[src/irq_unit_pkg.sv]
// constants, register map and carrier types of the interrupt unit
package irq_unit_pkg;

   // ****************************************
   // register map
   // ****************************************
   localparam logic [7:0] BASIC_MASK_ADDR  = 8'ha8;
   localparam logic [7:0] SOFT_FLAG_ADDR   = 8'had;
   localparam logic [7:0] PRIO_BASIC_ADDR  = 8'hb8;
   localparam logic [7:0] BASIC_MASK_RST   = 8'h00;
   localparam logic [3:0] SOFT_FLAG_RST    = 4'h0;
   localparam logic [5:0] PRIO_BASIC_RST   = 6'h00;
   localparam int         GLOBAL_EN_BIT    = 7;
   localparam int         SOFT_FLAG_LSB    = 4;

   // ****************************************
   // vectors and orders
   // ****************************************
   localparam int          NUM_ORD         = 22;
   localparam logic [15:0] RESET_VECTOR    = 16'h0000;
   localparam logic [15:0] VEC_BASE        = 16'h0003;
   localparam int          VEC_STEP_SHIFT  = 3;
   localparam logic [4:0]  ORD_PIN0        = 5'h00;
   localparam logic [4:0]  ORD_PIN1        = 5'h02;
   localparam logic [4:0]  ORD_UNUSED      = 5'h14;
   localparam int          EXT_PRIO_LSB    = 6;

   // ****************************************
   // pending flags from the peripherals
   // ****************************************
   typedef struct packed {
      logic tmr0OverflowFlag;
      logic tmr1OverflowFlag;
      logic tmr2OverflowFlag;
      logic tmr2ExternalFlag;
      logic uartRxDone;
      logic uartTxDone;
      logic spiXferDone;
      logic spiWriteCollision;
      logic spiModeFault;
      logic spiRxOverrun;
      logic convWindowFlag;
      logic convDoneFlag;
      logic cmpAFallFlag;
      logic cmpARiseFlag;
      logic cmpBFallFlag;
      logic cmpBRiseFlag;
      logic xtalValidFlag;
   } periph_flags_s;

   // register access port
   typedef struct packed {
      logic [7:0] addr;
      logic       wrEn;
      logic [7:0] wrData;
   } sfr_req_s;

   // cpu sequencer events
   typedef struct packed {
      logic ack;
      logic return_from_irq_instr;
      logic instrDone;
      logic flashBusy;
   } cpu_evt_s;

endpackage

[src/two_level_vectored_interrupt_unit.sv]
// vectored two-level interrupt controller with fixed order arbitration
//
// Notes on behaviour
// - pin a interrupt vectors to 0x0003, order 0, own enable
// - pin b interrupt vectors to 0x0013, order 2, own enable
// - timer 0 overflow to 0x000B, timer 1 overflow to 0x001B
// - timer 2 overflow or external event to 0x002B, order 5
// - uart rx or tx done to 0x0023, order 4, one enable
// - four spi flags ORed to 0x0033, order 6, one enable
// - converter window flag to 0x0043, order 8, first ext mask
// - comparator a fall 0x0053 order 10, rise 0x005B order 11
// - comparator b fall 0x0063 order 12, rise 0x006B order 13
// - conversion done to 0x007B, order 15, second ext mask
// - four soft flags to 0x0083..0x009B, orders 16 to 19
// - vector 0x00A3, order 20, never requested
// - crystal valid to 0x00AB, order 21, top bit second mask
// - per source level bit; high preempts low, nothing preempts high
// - the six basic priority bits reset to low; ext priority bits are inputs and are not reset
// - higher level first, then lowest fixed order
// - requests sampled and decoded every cycle, one cycle detect
// - after return one more instruction runs before next call
// - worst case eighteen cycles with nothing equal or higher busy
// - no service while flash write or erase stalls the cpu
// - request waits for equal or higher routine, return, one instr
// - basic mask bits 0..5: pin a, tmr0, pin b, tmr1, uart, tmr2
// - software set pending flag requests like hardware
// - edge pin flag cleared on vectoring, level pin flag follows pin
// - soft flags cleared only by software
`timescale 1ns/1ps
module two_level_vectored_interrupt_unit
   import irq_unit_pkg::*;
(
   input  wire logic          core_clk,
   input  wire logic          rst_n,
   input  wire sfr_req_s      sfrReq,
   output      logic [7:0]    sfrRdData_r,
   input  wire logic [7:0]    extMaskRegOne,
   input  wire logic [7:0]    extMaskRegTwo,
   input  wire logic [15:0]   extPrio,
   input  wire periph_flags_s periphFlags,
   input  wire logic          extIrqPinA_n,
   input  wire logic          extIrqPinB_n,
   input  wire logic [1:0]    pinEdgeMode,
   input  wire logic [1:0]    pinPendSet,
   input  wire logic [1:0]    pinPendClr,
   input  wire cpu_evt_s      cpuEvt,
   output      logic          irqReq_r,
   output      logic [15:0]   irqVec_r,
   output      logic [1:0]    pinPending_r
);

   // ****************************************
   // helpers
   // ****************************************
   function automatic logic [4:0] firstSet(input logic [NUM_ORD-1:0] v);
      logic [4:0] idx;
      idx = 5'h00;
      for (int i = NUM_ORD - 1; i >= 0; i--) begin
         if (v[i]) begin
            idx = 5'(i);
         end
      end
      return idx;
   endfunction

   function automatic logic [15:0] vecOf(input logic [4:0] ord);
      return VEC_BASE + (16'(ord) << VEC_STEP_SHIFT);
   endfunction

   // ****************************************
   // registers
   // ****************************************
   logic [7:0] basicMask_r;
   logic [3:0] softFlag_r;
   logic [5:0] prioBasic_r;
   logic [4:0] winOrd_r;
   logic       reqHigh_r;
   logic       inSvcLow_r;
   logic       inSvcHigh_r;
   logic       holdoff_r;

   logic       wrMask;
   logic       wrSoft;
   logic       wrPrio;
   assign wrMask = sfrReq.wrEn && sfrReq.addr == BASIC_MASK_ADDR;
   assign wrSoft = sfrReq.wrEn && sfrReq.addr == SOFT_FLAG_ADDR;
   assign wrPrio = sfrReq.wrEn && sfrReq.addr == PRIO_BASIC_ADDR;

   always_ff @(posedge core_clk or negedge rst_n) begin
      if (!rst_n) begin
         basicMask_r <= BASIC_MASK_RST;
      end else if (wrMask) begin
         basicMask_r <= sfrReq.wrData;
      end
   end

   // soft flags change only by a write; hardware never clears them
   always_ff @(posedge core_clk or negedge rst_n) begin
      if (!rst_n) begin
         softFlag_r <= SOFT_FLAG_RST;
      end else if (wrSoft) begin
         softFlag_r <= sfrReq.wrData[7:SOFT_FLAG_LSB];
      end
   end

   always_ff @(posedge core_clk or negedge rst_n) begin
      if (!rst_n) begin
         prioBasic_r <= PRIO_BASIC_RST;
      end else if (wrPrio) begin
         prioBasic_r <= sfrReq.wrData[5:0];
      end
   end

   // unused bits read zero, unmapped addresses read zero
   always_ff @(posedge core_clk or negedge rst_n) begin
      if (!rst_n) begin
         sfrRdData_r <= 8'h00;
      end else begin
         unique case (sfrReq.addr)
            BASIC_MASK_ADDR: sfrRdData_r <= basicMask_r & 8'hbf;
            SOFT_FLAG_ADDR:  sfrRdData_r <= {softFlag_r, 4'h0};
            PRIO_BASIC_ADDR: sfrRdData_r <= {2'h0, prioBasic_r};
            default:         sfrRdData_r <= 8'h00;
         endcase
      end
   end

   // ****************************************
   // external pins
   // ****************************************
   // three stages; a change counts only once the last two agree
   logic [1:0] pinS1_r;
   logic [1:0] pinS2_r;
   logic [1:0] pinS3_r;
   logic [1:0] pinFilt_r;
   logic [1:0] pinFall;
   logic [1:0] pinAck;
   logic       ackTaken;

   always_ff @(posedge core_clk or negedge rst_n) begin
      if (!rst_n) begin
         pinS1_r <= 2'h3;
         pinS2_r <= 2'h3;
         pinS3_r <= 2'h3;
      end else begin
         pinS1_r <= {extIrqPinB_n, extIrqPinA_n};
         pinS2_r <= pinS1_r;
         pinS3_r <= pinS2_r;
      end
   end

   always_ff @(posedge core_clk or negedge rst_n) begin
      if (!rst_n) begin
         pinFilt_r <= 2'h3;
      end else begin
         for (int i = 0; i < 2; i++) begin
            if (pinS2_r[i] == pinS3_r[i]) begin
               pinFilt_r[i] <= pinS3_r[i];
            end
         end
      end
   end

   assign pinFall  = pinFilt_r & ~pinS3_r & ~(pinS2_r ^ pinS3_r);
   assign ackTaken = cpuEvt.ack && irqReq_r;
   assign pinAck[0] = ackTaken && winOrd_r == ORD_PIN0;
   assign pinAck[1] = ackTaken && winOrd_r == ORD_PIN1;

   // edge mode: set wins over any clear in the same cycle
   always_ff @(posedge core_clk or negedge rst_n) begin
      if (!rst_n) begin
         pinPending_r <= 2'h0;
      end else begin
         for (int i = 0; i < 2; i++) begin
            if (!pinEdgeMode[i]) begin
               pinPending_r[i] <= ~pinFilt_r[i] | pinPendSet[i];
            end else if (pinFall[i] || pinPendSet[i]) begin
               pinPending_r[i] <= 1'b1;
            end else if (pinAck[i] || pinPendClr[i]) begin
               pinPending_r[i] <= 1'b0;
            end
         end
      end
   end
   // a level source left asserted past its routine simply requests again

   // ****************************************
   // request gathering
   // ****************************************
   logic [NUM_ORD-1:0] flagVec;
   logic [NUM_ORD-1:0] enVec;
   logic [NUM_ORD-1:0] prioVec;
   logic [NUM_ORD-1:0] reqVec;
   logic               globalEn;

   assign globalEn = basicMask_r[GLOBAL_EN_BIT];

   always_comb begin
      flagVec     = '0;
      flagVec[0]  = pinPending_r[0];
      flagVec[1]  = periphFlags.tmr0OverflowFlag;
      flagVec[2]  = pinPending_r[1];
      flagVec[3]  = periphFlags.tmr1OverflowFlag;
      flagVec[4]  = periphFlags.uartRxDone | periphFlags.uartTxDone;
      flagVec[5]  = periphFlags.tmr2OverflowFlag
                  | periphFlags.tmr2ExternalFlag;
      flagVec[6]  = periphFlags.spiXferDone | periphFlags.spiWriteCollision
                  | periphFlags.spiModeFault
                  | periphFlags.spiRxOverrun;
      flagVec[8]  = periphFlags.convWindowFlag;
      flagVec[10] = periphFlags.cmpAFallFlag;
      flagVec[11] = periphFlags.cmpARiseFlag;
      flagVec[12] = periphFlags.cmpBFallFlag;
      flagVec[13] = periphFlags.cmpBRiseFlag;
      flagVec[15] = periphFlags.convDoneFlag;
      flagVec[19:16] = softFlag_r;
      flagVec[21] = periphFlags.xtalValidFlag;
   end

   // order 20 has no flag and no enable, so it can never win
   always_comb begin
      enVec          = '0;
      enVec[5:0]     = basicMask_r[5:0];
      enVec[6]       = extMaskRegOne[0];
      enVec[8]       = extMaskRegOne[2];
      enVec[13:10]   = extMaskRegOne[7:4];
      enVec[15]      = extMaskRegTwo[1];
      enVec[19:16]   = extMaskRegTwo[5:2];
      enVec[21]      = extMaskRegTwo[7];
   end

   assign prioVec = {extPrio, prioBasic_r};
   assign reqVec  = globalEn ? (flagVec & enVec) : '0;

   // ****************************************
   // arbitration
   // ****************************************
   logic       anyHigh;
   logic       anyLow;
   logic [4:0] winHi;
   logic [4:0] winLo;
   logic       eligible;

   assign anyHigh = |(reqVec & prioVec);
   assign anyLow  = |(reqVec & ~prioVec);
   assign winHi   = firstSet(reqVec & prioVec);
   assign winLo   = firstSet(reqVec & ~prioVec);

   // ack cycle is masked so a taken request is not offered twice
   assign eligible = !cpuEvt.flashBusy && !holdoff_r && !inSvcHigh_r
                   && !ackTaken && !cpuEvt.return_from_irq_instr
                   && (anyHigh || (anyLow && !inSvcLow_r));

   // decoded every cycle, presented one cycle later
   always_ff @(posedge core_clk or negedge rst_n) begin
      if (!rst_n) begin
         irqReq_r  <= 1'b0;
         irqVec_r  <= RESET_VECTOR;
         winOrd_r  <= 5'h00;
         reqHigh_r <= 1'b0;
      end else begin
         irqReq_r <= eligible;
         if (eligible) begin
            winOrd_r  <= anyHigh ? winHi : winLo;
            irqVec_r  <= vecOf(anyHigh ? winHi : winLo);
            reqHigh_r <= anyHigh;
         end
      end
   end

   // ****************************************
   // service tracking
   // ****************************************
   always_ff @(posedge core_clk or negedge rst_n) begin
      if (!rst_n) begin
         inSvcLow_r  <= 1'b0;
         inSvcHigh_r <= 1'b0;
      end else if (ackTaken) begin
         if (reqHigh_r) begin
            inSvcHigh_r <= 1'b1;
         end else begin
            inSvcLow_r <= 1'b1;
         end
      end else if (cpuEvt.return_from_irq_instr) begin
         if (inSvcHigh_r) begin
            inSvcHigh_r <= 1'b0;
         end else begin
            inSvcLow_r <= 1'b0;
         end
      end
   end

   // the instruction that ends with the return itself does not count
   always_ff @(posedge core_clk or negedge rst_n) begin
      if (!rst_n) begin
         holdoff_r <= 1'b0;
      end else if (cpuEvt.return_from_irq_instr) begin
         holdoff_r <= 1'b1;
      end else if (cpuEvt.instrDone) begin
         holdoff_r <= 1'b0;
      end
   end
endmodule

[config.mk]
export PLATFORM = sky130hd
export DESIGN_NAME = two_level_vectored_interrupt_unit
export DESIGN_NICKNAME = d
export VERILOG_FILES = /design/src/irq_unit_pkg.sv /design/src/two_level_vectored_interrupt_unit.sv
export SDC_FILE = /design/constraint.sdc
export NUM_CORES = 1
export LEC_CHECK = 0
export BUFFER_PORTS_ARGS = -buffer_cell sky130_fd_sc_hd__buf_2
export CORE_MARGIN = 2
export CORE_UTILIZATION = 45
export CTS_CLUSTER_SIZE = 20
export DETAILED_ROUTE_END_ITERATION = 8
export PLACE_DENSITY = 0.75
export SLEW_MARGIN = 20
export SYNTH_ARGS = -nofsm -noshare
export SYNTH_HDL_FRONTEND = slang
export SYNTH_SLANG_ARGS = --single-unit
[constraint.sdc]
create_clock -name core_clk -period 3 [get_ports core_clk]
set_clock_uncertainty 0.1 [all_clocks]
set_input_delay 0.3 -clock core_clk [delete_from_list [all_inputs] [get_ports core_clk]]
set_output_delay 0.3 -clock core_clk [all_outputs]
set_load 0.01 [all_outputs]
* After elaboration in Yosys (flattened, before gate mapping) *
Index checks and enable logic that the tools add are counted.

cells by class
  muxes and demuxes = 62
  eq/ne operators = 11
  add/sub/neg operators = 1
  reductions and logical operators = 30
  bitwise operators = 18

operators with widths
  kind                                                                     number
  5-bit two-way mux                                                        45
  22-bit AND                                                               3
  22-bit OR reduction                                                      2
  8-bit == test, second input constant                                     3
  8-bit one-hot mux with 3 select lines                                    1
  22-bit two-way mux                                                       1
  22-bit inverter                                                          1
  1-bit two-way mux                                                        15
  1-bit logical AND                                                        12
  2-bit by 8-bit adder with 9-bit output, first input constant             1
  1-bit bitwise OR                                                         7
  1-bit logical NOT                                                        6
  3-bit by 1-bit inequality test with 1-bit output, second input constant  2
  5-bit by 2-bit == test with 1-bit output, second input constant          1
  5-bit logical NOT                                                        1
  1-bit logical OR                                                         5
  2-bit AND                                                                2
  2-bit inequality test, second input constant                             2
  2-bit inverter                                                           2
  2-bit nonzero test                                                       2
  3-bit AND reduction                                                      1
  1-bit == test                                                            2
  2-bit by 1-bit inequality test with 1-bit output, second input constant  1
  1-bit inverter                                                           2
  2 further kinds                                                          2

storage, ports and cells
  word-level logic and storage cells = 140
  output and inout port bits = 27
  register bits after elaboration = 62
  input bits = 80

* Longest topological paths before layout *
Gate-level depths: netlist (run 1).

  depth after elaboration = 30
  gate-level depth with buffers = 10
  gate-level depth less buffers = 7

* Worst setup path after synthesis (run 1) *
No wires, ideal clock.

  path type = reg2reg
  start = register softFlag_r[1]
  end = register winOrd_r[0]
  setup slack = 709 ps
  data arrival time = 2067 ps
  clock period less this slack = 2291 ps
  stages on the path, launching flop included = 9
  required time = 2776 ps
  buffers on the path = 1
  setup time = 124 ps
  cell sequence = dfrtp_1 and4b_1 or4b_4 or2_0 o31ai_2 o21a_1 buf_6 inv_2 a2bb2oi_2

on the way
  elaborated cells between the ends (all ways) = 46
  classes of those cells = mux (38); bitwise (3); reduce/logical (5)

RTL lines
  item                    RTL line                                  source
  from (decl)             two_level_vectored_interrupt_unit.sv:74   logic [3:0] softFlag_r;
  from (signal assigned)  two_level_vectored_interrupt_unit.sv:102  softFlag_r <= sfrReq.wrData[7:SOFT_FLAG_LSB];
  22-bit AND (*)          two_level_vectored_interrupt_unit.sv:233  assign reqVec = globalEn ? (flagVec & enVec) : '0;
  22-bit two-way mux (*)  two_level_vectored_interrupt_unit.sv:233
  22-bit AND              two_level_vectored_interrupt_unit.sv:245  assign anyLow = |(reqVec & ~prioVec);
  22-bit OR reduction     two_level_vectored_interrupt_unit.sv:245
  1-bit logical AND       two_level_vectored_interrupt_unit.sv:252  && (anyHigh || (anyLow && !inSvcLow_r));
  1-bit logical OR (*)    two_level_vectored_interrupt_unit.sv:252
  1-bit logical AND (*)   two_level_vectored_interrupt_unit.sv:252
  named net eligible      two_level_vectored_interrupt_unit.sv:242  logic eligible;
  to (signal assigned)    two_level_vectored_interrupt_unit.sv:264  winOrd_r <= anyHigh ? winHi : winLo;
  to (decl)               two_level_vectored_interrupt_unit.sv:76   logic [4:0] winOrd_r;

The timed path passes the listed nets; every way through them passes the cells marked *.
A chain may end at the register's enable or synchronous reset.

* Worst setup path after layout (run 1) *
  start = register basicMask_r[7]
  end = register winOrd_r[1]

on the way
  word-level cells in the longest chain between the ends = 24
  elaborated cells between the ends (all ways) = 51
  classes of those cells = mux (44); bitwise (2); reduce/logical (5)

RTL lines
  item                             RTL line                                  source
  from (decl)                      two_level_vectored_interrupt_unit.sv:73   logic [7:0] basicMask_r;
  from (signal assigned)           two_level_vectored_interrupt_unit.sv:93   basicMask_r <= sfrReq.wrData;
  22-bit two-way mux (*)           two_level_vectored_interrupt_unit.sv:233
  22-bit AND (on tied branches)    n/a
  5-bit two-way mux (21 in a row)  two_level_vectored_interrupt_unit.sv:59   if (v[i]) begin
  5-bit two-way mux                two_level_vectored_interrupt_unit.sv:264

Mark *: on every way between the ends. The rest lies on a longest branch, timed or not.

==> results of run 1 <==
[state kept, by name, summed over array words and instances, names as in the netlist]
name,cells
sfrRdData_r,8
basicMask_r,7
prioBasic_r,6
winOrd_r,5
softFlag_r,4
pinFilt_r,2
pinPending_r,2
pinS1_r,2
pinS2_r,2
pinS3_r,2
holdoff_r,1
inSvcHigh_r,1
inSvcLow_r,1
irqReq_r,1
irqVec_r,1
reqHigh_r,1
[cell families after synthesis]
| group | Yosys count | share of synthesized area [%] |
|---|---|---|
| AO/OA/AOI/OAI | 51 | 13.8 |
| adder cells (fa/ha/maj) | 2 | 0.752 |
| buffers and inverters | 26 | 5.78 |
| flip-flops | 46 | 43.6 |
| multiplexers | 24 | 9.83 |
| other | 1 | 0.141 |
| AND/OR/NAND/NOR | 120 | 26.0 |
[per-stage QoR]
stage | power, mW | util, % | hold WS [ns] | cells
after floorplan | 0.768 | - | -0.0956 | 278
after global placement | 0.842 | 53.9 | 0.247 | 428
after detailed placement | 0.848 | 53.9 | 0.250 | 428
after CTS | 1.22 | 55.8 | 0.0718 | 438
after global routing | 1.27 | 56.0 | 0.0709 | 439
final | 1.20 | 56.0 | 0.0769 | 439
[power by group]
group | internal, mW | switching, mW | leakage, nW | total (mW)
clock network | 0.164 | 0.200 | 0.0452 | 0.364
logic | 0.0801 | 0.0820 | 1.01 | 0.162
registers | 0.651 | 0.0253 | 0.594 | 0.676
[routing by layer]
metal / share of wire (%) / vias up
li1: - / 1191
met1: 44 / 1141
met2: 49 / 67
met3: 6.0 / 7
met4: 0.99 / 0
met5: 0 / -
[repair_timing]
item                                    4_1_cts  5_1_grt
endpoints found under the hold margin         2       38
endpoints found under the setup margin        0        0
hold buffers                                  2        1
[cell usage after synthesis, types with 2 or more instances]
cell type	count	area (um^2)
clkbuf_1	2	7.51
a31oi_1	3	18.8
o2111ai_1	2	17.5
and3_1	2	12.5
dfrtp_1	38	951
o21ai_0	15	75.1
mux2_2	17	191
nor4_1	4	25.0
nor3_1	4	20.0
dfstp_2	8	210
and4b_1	7	70.1
nor2b_1	3	18.8
maj3_1	2	20.0
nor4b_1	2	17.5
buf_4	12	90.1
buf_2	3	15.0
nand4b_1	10	87.6
a21oi_2	2	17.5
inv_1	7	26.3
o211ai_1	6	45.0
a211o_1	2	17.5
o311ai_0	3	26.3
a21oi_1	3	15.0
nand2b_1	2	12.5
nor2_1	25	93.8
mux2i_1	7	70.1
nand4_1	17	106
nand2_1	25	93.8
o31ai_1	2	15.0
nand3_1	8	40.0
[path summary, 6_finish.rpt]
path / to / slack (ns) / cells past startpoint
setup / recovery: winOrd_r[1] / 0.32 / 8
hold / removal: holdoff_r / 0.08 / 2
setup reg to reg: winOrd_r[1] / 0.32 / 8
hold reg to reg: pinS2_r[1] / 0.26 / 0
max in group asynchronous: prioBasic_r[5] / 1.97 / 2
min in group asynchronous: pinPending_r[0] / 0.44 / 2
[final cells by class]
class | count | share of cell area [%]
Timing Repair Buffer | 96 | 15.6
Clock inverter | 2 | 0.423
Multi-Input combinational cell | 206 | 42.3
Inverter | 8 | 0.922
Clock buffer | 6 | 2.23
Sequential cell | 46 | 35.7
Tap cell | 75 | 2.88
==> results.txt, run 1 <==
----------------------------------------------------
[Synth]
  Post-synth cell types ... 57
  Synth Instances ... 270
  Primary FF master, synth ... dfrtp_1
  Number of flip-flops and latches in the synthesized netlist ... 46
  Mean instance size in the synthesized netlist ... 9.86 um^2
  Cell area after synthesis ... 2660 um^2
  Sequential cell area fraction in the yosys report ... 43.6%
  Count of flip-flops with a built-in enable after synthesis ... 0
  Share of async-settable or async-resettable flops after synthesis ... 100%
  Yosys warning total ... 0

[STA]
  Setup slack of the critical path after layout ... 0.322 ns
  Unrepaired setup endpoints after global routing ... no
  Endpoints failing setup ... 0
  Relative slew slack ... 62.3%
  Slew @ Worst Pin ... 0.565 ns
  Number of hold-slack violations in the final timing report ... 0
  Pins Over Slew Limit ... 0
  Highest Clock Rate ... 0.373 GHz
  Crit share post-route ... 89.3%
  Shortest period the worst path allows ... 2.68 ns
  Accumulated negative setup slack ... 0 ns

[Cells and area]
  Most frequent cells in the layout ... 88 x buf_2, 38 x dfrtp_1, 25 x nand2_1, 25 x nor2_1
  Combined area of the multi-input logic cells ... 1380 um^2
  Final layout net count ... 443
  Area grow syn2layout ... 22.3%
  Layout cells sized above 1 ... 36.8%
  Post-layout instance area ... 3260 um^2
  Antenna diodes ... 0
  Most frequent standard cell in the layout excluding fill and tap cells ... buf_2
  Area occupied by registers ... 1160 um^2
  Filler cell count ... 548

[Routing]
  Vias per Instance ... 5.48
  DRT Wirelength ... 6140 um
  Wire per inst ... 14.0 um
  DR pass1 iterations ... 4
  DRC Markers ... 0
  Via Count ... 2406
  Remaining antenna violation count after routing ... 0
  First DRT Iteration DRCs ... 71

[Worst setup path]
  Source of the worst register-to-register timing path ... basicMask_r[7]
  Highest net fanout along the worst path ... 17
  Sequence of cells on the critical path ... buf_4 -> and4b_1 -> nand4b_1 -> or3_1 -> o31ai_2 -> o21a_1 -> a221oi_1 -> a21oi_2
  Worst path slowest cell ... dfrtp_1
  Required arrival time at the worst endpoint ... 3.14 ns
  Type of destination of the critical path ... flop
  Crit path launch type ... flop
  Category of the most critical setup path ... flop to flop
  Max stage delay on crit path ... 0.49 ns
  Arrival @ worst endpoint ... 2.82 ns
  Family with the most delay on the worst path ... compound AO/OA/AOI/OAI gates
  Launch point of the worst path ... basicMask_r[7]
  Number of buffers and inverters on the critical path ... 1

[Global route]
  Initial antenna violation count ... 0
  Vias in the first global route ... 2123
  Global router's overall resource usage ... 19.5%
  First-pass GRT wire length ... 9780 um
  Met3 Usage GRT ... 5.11%
  Most crowded layer after global routing ... met2
  Total global routing overflow ... 0
  Pin count of the biggest net entering global routing ... 47
  Met1 global-route usage ... 24.9%
  Met2 track demand over resource in global routing ... 32.6%

[Floorplanning]
  Floorplan row count ... 28
  Core Area ... 5820 um^2
  Die Height ... 80.9 um
  Starting density of the core ... 45.8%
  Chip Width ... 80.9 um
  Die outline area ... 6540 um^2
  Number of I/O pins ... 107

[Place]
  Cell area after placement ... 3140 um^2
  Count of input and output buffers ... 89
  Final RePlAce weighted congestion ... 0.872
  Post-DP HPWL ... 4890 um
  Setup Slack @ Placement ... 0.336 ns

[Power and ir drop]
  Leakage power summed over all cells ... 1.65 nW
  Ratio of total power to cell area ... 370 nW/um^2
  Peak supply drop ... 0.247 mV

[Worst hold path]
  Worst min-delay path category ... input pin to flop
  Hold Crit Start ... cpuEvt[1]

[Clock network]
  Clock root buffer master ... clkbuf_8
  Clock latency at the later pin of the worst-skew pair ... 0.30 ns
  Inserted Clock Buffers ... 5
  Maximum clock path buffer count ... 2
  CTS tree ... built
  Quantity of gates resized following cts ... 0
  Maximum level of the CTS H-tree ... 2
  Clock slew seen by the registers of the worst setup and hold paths ... 0.09 ns
  Count of buffers added by post-CTS timing repair for setup ... 0
  Number of sinks on the clock net ... 46

[Outcome]
  Run status ... complete, no violations

[Run]
  Max_cap viols ... 0

----------------------------------------------------
Note: power is estimated with default switching activity, not from simulation.
==> run 2, diff against run 1 <==
--- a/config.mk
+++ b/config.mk
@@ -7,10 +7,10 @@
 export LEC_CHECK = 0
 export BUFFER_PORTS_ARGS = -buffer_cell sky130_fd_sc_hd__buf_2
 export CORE_MARGIN = 2
-export CORE_UTILIZATION = 45
+export CORE_UTILIZATION = 49
 export CTS_CLUSTER_SIZE = 20
 export DETAILED_ROUTE_END_ITERATION = 8
-export PLACE_DENSITY = 0.75
+export PLACE_DENSITY = 0.81
 export SLEW_MARGIN = 20
 export SYNTH_ARGS = -nofsm -noshare
 export SYNTH_HDL_FRONTEND = slang
==> run 2 against run 1 <==
Combinational power barely moved. Critical path depth stayed put. Maximum frequency increased by 0.41%. Largest power group unchanged. Largest cell class unchanged. Worst hold slack gained 0.029 ns. Sequential power is essentially flat. First-iteration DRC count is 21% higher. Die area is 7.8% lower. Critical endpoint is now winOrd_r[0]. Register-to-register slack hardly changed. Utilization increased by 7.3 points. Power grew 6.7%. Non-clock buffer count unchanged. Wire length grew 0.72%.
==> results.txt, run 2 (synthesized netlist as in run 1, its figures left out) <==
----------------------------------------------------
[STA]
  Slew @ Worst Pin ... 0.550 ns
  Accumulated negative setup slack ... 0 ns
  Crit share post-route ... 88.9%
  Relative slew slack ... 63.2%
  Number of hold-slack violations in the final timing report ... 0
  Highest Clock Rate ... 0.375 GHz
  Endpoints failing setup ... 0
  Pins Over Slew Limit ... 0
  Shortest period the worst path allows ... 2.67 ns
  Unrepaired setup endpoints after global routing ... no

[Power and ir drop]
  Leakage power summed over all cells ... 1.65 nW
  Peak supply drop ... 0.326 mV
  Ratio of total power to cell area ... 392 nW/um^2

[Clock network]
  Inserted Clock Buffers ... 5
  Clock root buffer master ... clkbuf_8
  Count of buffers added by post-CTS timing repair for setup ... 0
  Maximum level of the CTS H-tree ... 2
  Number of sinks on the clock net ... 46
  CTS tree ... built
  Clock latency at the later pin of the worst-skew pair ... 0.29 ns
  Count of hold-fix buffers inserted at cts ... 0
  Maximum clock path buffer count ... 2
  Clock slew seen by the registers of the worst setup and hold paths ... 0.08 ns
  Quantity of gates resized following cts ... 0

[Routing]
  Met1 WL ... 2680 um
  Uppermost layer routed ... met4
  DRC Markers ... 0
  Wire length on met2 ... 3080 um
  Remaining antenna violation count after routing ... 0
  Vias per Instance ... 5.60
  DR pass1 iterations ... 4
  Wire per inst ... 14.3 um
  First DRT Iteration DRCs ... 86
  Via Count ... 2430
  DRT Wirelength ... 6190 um
  Met3 routed WL ... 325 um

[Worst setup path]
  Highest net fanout along the worst path ... 17
  Launch point of the worst path ... basicMask_r[7]
  Worst setup path end ... winOrd_r[0]
  Category of the most critical setup path ... flop to flop
  Type of destination of the critical path ... flop
  Source of the worst register-to-register timing path ... basicMask_r[7]
  Crit path launch type ... flop
  R2r worst-path depth ... 8
  Register-to-register setup slack ... 0.33 ns
  Required arrival time at the worst endpoint ... 3.08 ns
  Arrival @ worst endpoint ... 2.74 ns
  End of the worst register-to-register path ... winOrd_r[0]

[Cells and area]
  Layout cells sized above 1 ... 36.8%
  Register ranked first by flip-flop count ... sfrRdData_r
  Most frequent standard cell in the layout excluding fill and tap cells ... buf_2
  Area grow syn2layout ... 23.0%
  Final layout net count ... 443
  Most frequent cells in the layout ... 88 x buf_2, 38 x dfrtp_1, 25 x nand2_1, 25 x nor2_1
  Registers with the most flip-flops ... sfrRdData_r: 8 flops, basicMask_r: 7 flops, prioBasic_r: 6 flops
  Post-layout instance area ... 3270 um^2
  Antenna diodes ... 0
  Number of flip-flops in the largest register ... 8
  Filler cell count ... 436

[Place]
  Final RePlAce weighted congestion ... 0.883
  Cell area after placement ... 3130 um^2
  Post-DP HPWL ... 4880 um
  Count of input and output buffers ... 89

[Floorplanning]
  Starting density of the core ... 51.5%
  Chip Width ... 77.7 um
  Core Area ... 5170 um^2
  Number of I/O pins ... 107
  Die Height ... 77.7 um
  Die outline area ... 6040 um^2
  Floorplan row count ... 26

[Global route]
  Initial antenna violation count ... 0
  First-pass GRT wire length ... 10300 um
  Global router's overall resource usage ... 21.1%
  Vias in the first global route ... 2328
  Total global routing overflow ... 0
  Pin count of the biggest net entering global routing ... 47

[Worst hold path]
  Worst min-delay path category ... input pin to flop

[Run]
  Max_cap viols ... 0

[Outcome]
  Run status ... complete, no violations

----------------------------------------------------
==> run 2: cell types whose count changed in the layout (fill, tap and decap cells not counted), sizes merged <==
cell	change
bufinv	+1
clkinv	-2
clkinvlp	+1
==> run 2: per-layer routing <==
layer  GRT usage [%]  up-vias
li1                -     1196
met1            26.9     1150
met2            36.2       74
met4            5.89        0
met3            4.42       10
met5               0        -
==> run 2: area by class of cell <==
type                            instances  area [um^2]  share of cell area [%]
Timing Repair Buffer                   96          508                    15.5
Sequential cell                        46         1160                    35.5
Tap cell                               70         87.6                    2.68
Clock inverter                          2         37.5                    1.15
Clock buffer                            6         72.6                    2.22
Multi-Input combinational cell        206         1380                    42.0
Inverter                                8         30.0                   0.917
==> run 2: worst max-delay path, cell delays in order (launching register included) <==
cell       delay (ns)
dfrtp_1          0.47
buf_4            0.24
and4b_1          0.21
nand4b_1         0.22
or3_1            0.44
o31ai_2          0.26
o21a_1           0.39
inv_2            0.08
a2bb2oi_2        0.13
==> run 2: report_power, final <==
group          switching, mW  internal (mW)  total, mW
clock                  0.195          0.248      0.443
combinational         0.0836         0.0802      0.164
sequential            0.0253          0.651      0.676
==> run 2: through the flow <==
step / power, mW / utilization [%] / instances / setup WS, ns / hold WS, ns
6_report: 1.28 / 63.3 / 434 / 0.333 / 0.106
5_1_grt: 1.35 / 63.3 / 434 / 0.175 / 0.0951
4_1_cts: 1.29 / 62.7 / 431 / 0.334 / 0.00491
3_5_place_dp: 0.848 / 60.5 / 423 / 0.345 / 0.247
3_3_place_gp: 0.841 / 60.5 / 423 / 0.411 / 0.247
2_1_floorplan: 0.768 / - / 278 / 0.709 / -0.0956
==> run 2: worst min path at each step <==
stage / cells past startpoint / from / slack [ns] / endpoint
2_1_floorplan: 0 / rst_n / -0.1 / basicMask_r[0]
3_3_place_gp: 0 / pinS1_r[1] / 0.25 / pinS2_r[1]
3_5_place_dp: 0 / pinS1_r[0] / 0.25 / pinS2_r[0]
4_1_cts: 1 / extIrqPinB_n / 0.005 / pinS1_r[1]
5_1_grt: 2 / pinPendSet[0] / 0.1 / pinPending_r[0]
6_report: 2 / pinPendSet[0] / 0.11 / pinPending_r[0]
==> run 3, diff against run 2 <==
--- a/config.mk
+++ b/config.mk
@@ -6,11 +6,14 @@
 export NUM_CORES = 1
 export LEC_CHECK = 0
 export BUFFER_PORTS_ARGS = -buffer_cell sky130_fd_sc_hd__buf_2
+export CELL_PAD_IN_SITES_DETAIL_PLACEMENT = 0
+export CELL_PAD_IN_SITES_GLOBAL_PLACEMENT = 1
+export CORE_ASPECT_RATIO = 1.25
 export CORE_MARGIN = 2
-export CORE_UTILIZATION = 49
+export CORE_UTILIZATION = 36
 export CTS_CLUSTER_SIZE = 20
 export DETAILED_ROUTE_END_ITERATION = 8
-export PLACE_DENSITY = 0.81
+export PLACE_DENSITY_LB_ADDON = 0.1
 export SLEW_MARGIN = 20
 export SYNTH_ARGS = -nofsm -noshare
 export SYNTH_HDL_FRONTEND = slang
==> run 3 against run 2 <==
Critical path depth stayed put. Sequential power hardly changed. Utilization is 18 points lower. Die area is 34% higher. Non-clock buffer count is 1 higher. Critical path type unchanged.
==> results.txt, run 3 (synthesized netlist as in run 1, its figures left out) <==
----------------------------------------------------
[Clock network]
  Maximum clock path buffer count ... 2
  Clock root buffer master ... clkbuf_8
  Number of sinks on the clock net ... 46
  CTS tree ... built
  Inserted Clock Buffers ... 5
  Count of hold-fix buffers inserted at cts ... 2
  Maximum level of the CTS H-tree ... 2
  Count of buffers added by post-CTS timing repair for setup ... 0
  Clock latency at the later pin of the worst-skew pair ... 0.30 ns
  Clock slew seen by the registers of the worst setup and hold paths ... 0.08 ns
  Quantity of gates resized following cts ... 0

[Global route]
  First-pass GRT wire length ... 10600 um
  Global router's overall resource usage ... 16.9%
  Initial antenna violation count ... 0
  Total global routing overflow ... 0
  Pin count of the biggest net entering global routing ... 47
  Vias in the first global route ... 2276

[STA]
  Shortest period the worst path allows ... 2.69 ns
  Accumulated negative setup slack ... 0 ns
  Relative slew slack ... 61.5%
  Highest Clock Rate ... 0.372 GHz
  Crit share post-route ... 89.7%
  Endpoints failing setup ... 0
  Slew @ Worst Pin ... 0.575 ns
  Unrepaired setup endpoints after global routing ... no
  Pins Over Slew Limit ... 0
  Number of hold-slack violations in the final timing report ... 0
  Setup slack of the critical path after layout ... 0.310 ns

[Cells and area]
  Antenna diodes ... 0
  Most frequent standard cell in the layout excluding fill and tap cells ... buf_2
  Registers with the most flip-flops ... sfrRdData_r: 8 flops, basicMask_r: 7 flops, prioBasic_r: 6 flops
  Area grow syn2layout ... 23.4%
  Layout cells sized above 1 ... 37.0%
  Number of flip-flops in the largest register ... 8
  Most frequent cells in the layout ... 88 x buf_2, 38 x dfrtp_1, 25 x nand2_1, 25 x nor2_1
  Final layout net count ... 444
  Register ranked first by flip-flop count ... sfrRdData_r
  End-of-flow core utilization ... 45.2%
  Filler cell count ... 746

[Worst setup path]
  R2r worst-path depth ... 8
  Required arrival time at the worst endpoint ... 3.08 ns
  Source of the worst register-to-register timing path ... basicMask_r[7]
  End of the worst register-to-register path ... winOrd_r[0]
  Crit path launch type ... flop
  Arrival @ worst endpoint ... 2.77 ns
  Register-to-register setup slack ... 0.31 ns
  Highest net fanout along the worst path ... 15
  Category of the most critical setup path ... flop to flop
  Type of destination of the critical path ... flop

[Run]
  Max_cap viols ... 0

[Power and ir drop]
  Ratio of total power to cell area ... 368 nW/um^2
  Leakage power summed over all cells ... 1.65 nW
  Peak supply drop ... 0.171 mV

[Routing]
  Vias per Instance ... 5.19
  Via Count ... 2374
  DRC Markers ... 0
  DR pass1 iterations ... 4
  DRT Wirelength ... 6530 um
  First DRT Iteration DRCs ... 59
  Remaining antenna violation count after routing ... 0
  Wire per inst ... 14.3 um

[Worst hold path]
  Hold Crit Start ... cpuEvt[1]
  Hold depth ... 2
  Worst min-delay path category ... input pin to flop
  Hold path endpoint ... holdoff_r

[Floorplanning]
  Floorplan row count ... 35
  Starting density of the core ... 36.6%
  Number of I/O pins ... 107
  Chip Width ... 80.9 um
  Die outline area ... 8100 um^2
  Die Height ... 100 um
  Core Area ... 7270 um^2

[Outcome]
  Run status ... complete, no violations

[Place]
  Count of input and output buffers ... 89
  Post-DP HPWL ... 5280 um
  Final RePlAce weighted congestion ... 0.810
  Setup Slack @ Placement ... 0.314 ns

----------------------------------------------------
==> run 3: area by class of cell <==
cell class	count	area (um^2)	area share (%)
inverters	8	30.0	0.914
clock buffers	6	72.6	2.21
multi-input cells	206	1380	41.9
well taps	92	115	3.50
flip-flops and latches	46	1160	35.4
repair buffers	97	515	15.7
clock inverters	2	13.8	0.419
==> run 3: how the worst max path moves through the flow <==
stage | cells after the start | startpoint | endpoint
after floorplan | 8 | softFlag_r[1] | winOrd_r[0]
after global placement | 8 | basicMask_r[7] | winOrd_r[0]
after detailed placement | 8 | basicMask_r[7] | winOrd_r[0]
after CTS | 8 | basicMask_r[7] | winOrd_r[0]
after global routing | 8 | basicMask_r[7] | winOrd_r[1]
final | 8 | basicMask_r[7] | winOrd_r[0]
==> run 3: per-layer routing <==
layer | GRT usage [%] | wire length [um] | up-vias
met5 | 0 | 0 | -
met2 | 29.1 | 3350 | 61
met4 | 5.22 | 75 | 0
li1 | - | - | 1190
met3 | 3.78 | 327 | 7
met1 | 20.7 | 2770 | 1116
==> run 3: power by group <==
part | total [mW] | switching, mW | internal (mW)
Sequential | 0.675 | 0.0245 | 0.651
Combinational | 0.162 | 0.0818 | 0.0803
Clock | 0.371 | 0.206 | 0.165
==> run 3: worst max-delay path: stages, from the launching register on <==
cell       delay [ns]
dfrtp_1          0.49
buf_4            0.23
and4b_1          0.20
nand4b_1         0.22
or3_1            0.45
o31ai_2          0.26
o21a_1           0.41
inv_2            0.07
a2bb2oi_2        0.14
==> run 3: per-stage QoR <==
stage	cell area, um^2	cells	hold WS [ns]	power (mW)
2_1_floorplan	2690	278	-0.0956	0.768
3_3_place_gp	3170	446	0.248	0.846
6_report	3280	457	0.0958	1.21
5_1_grt	3280	457	0.0849	1.28
3_5_place_dp	3170	446	0.247	0.849
4_1_cts	3270	456	0.0832	1.23
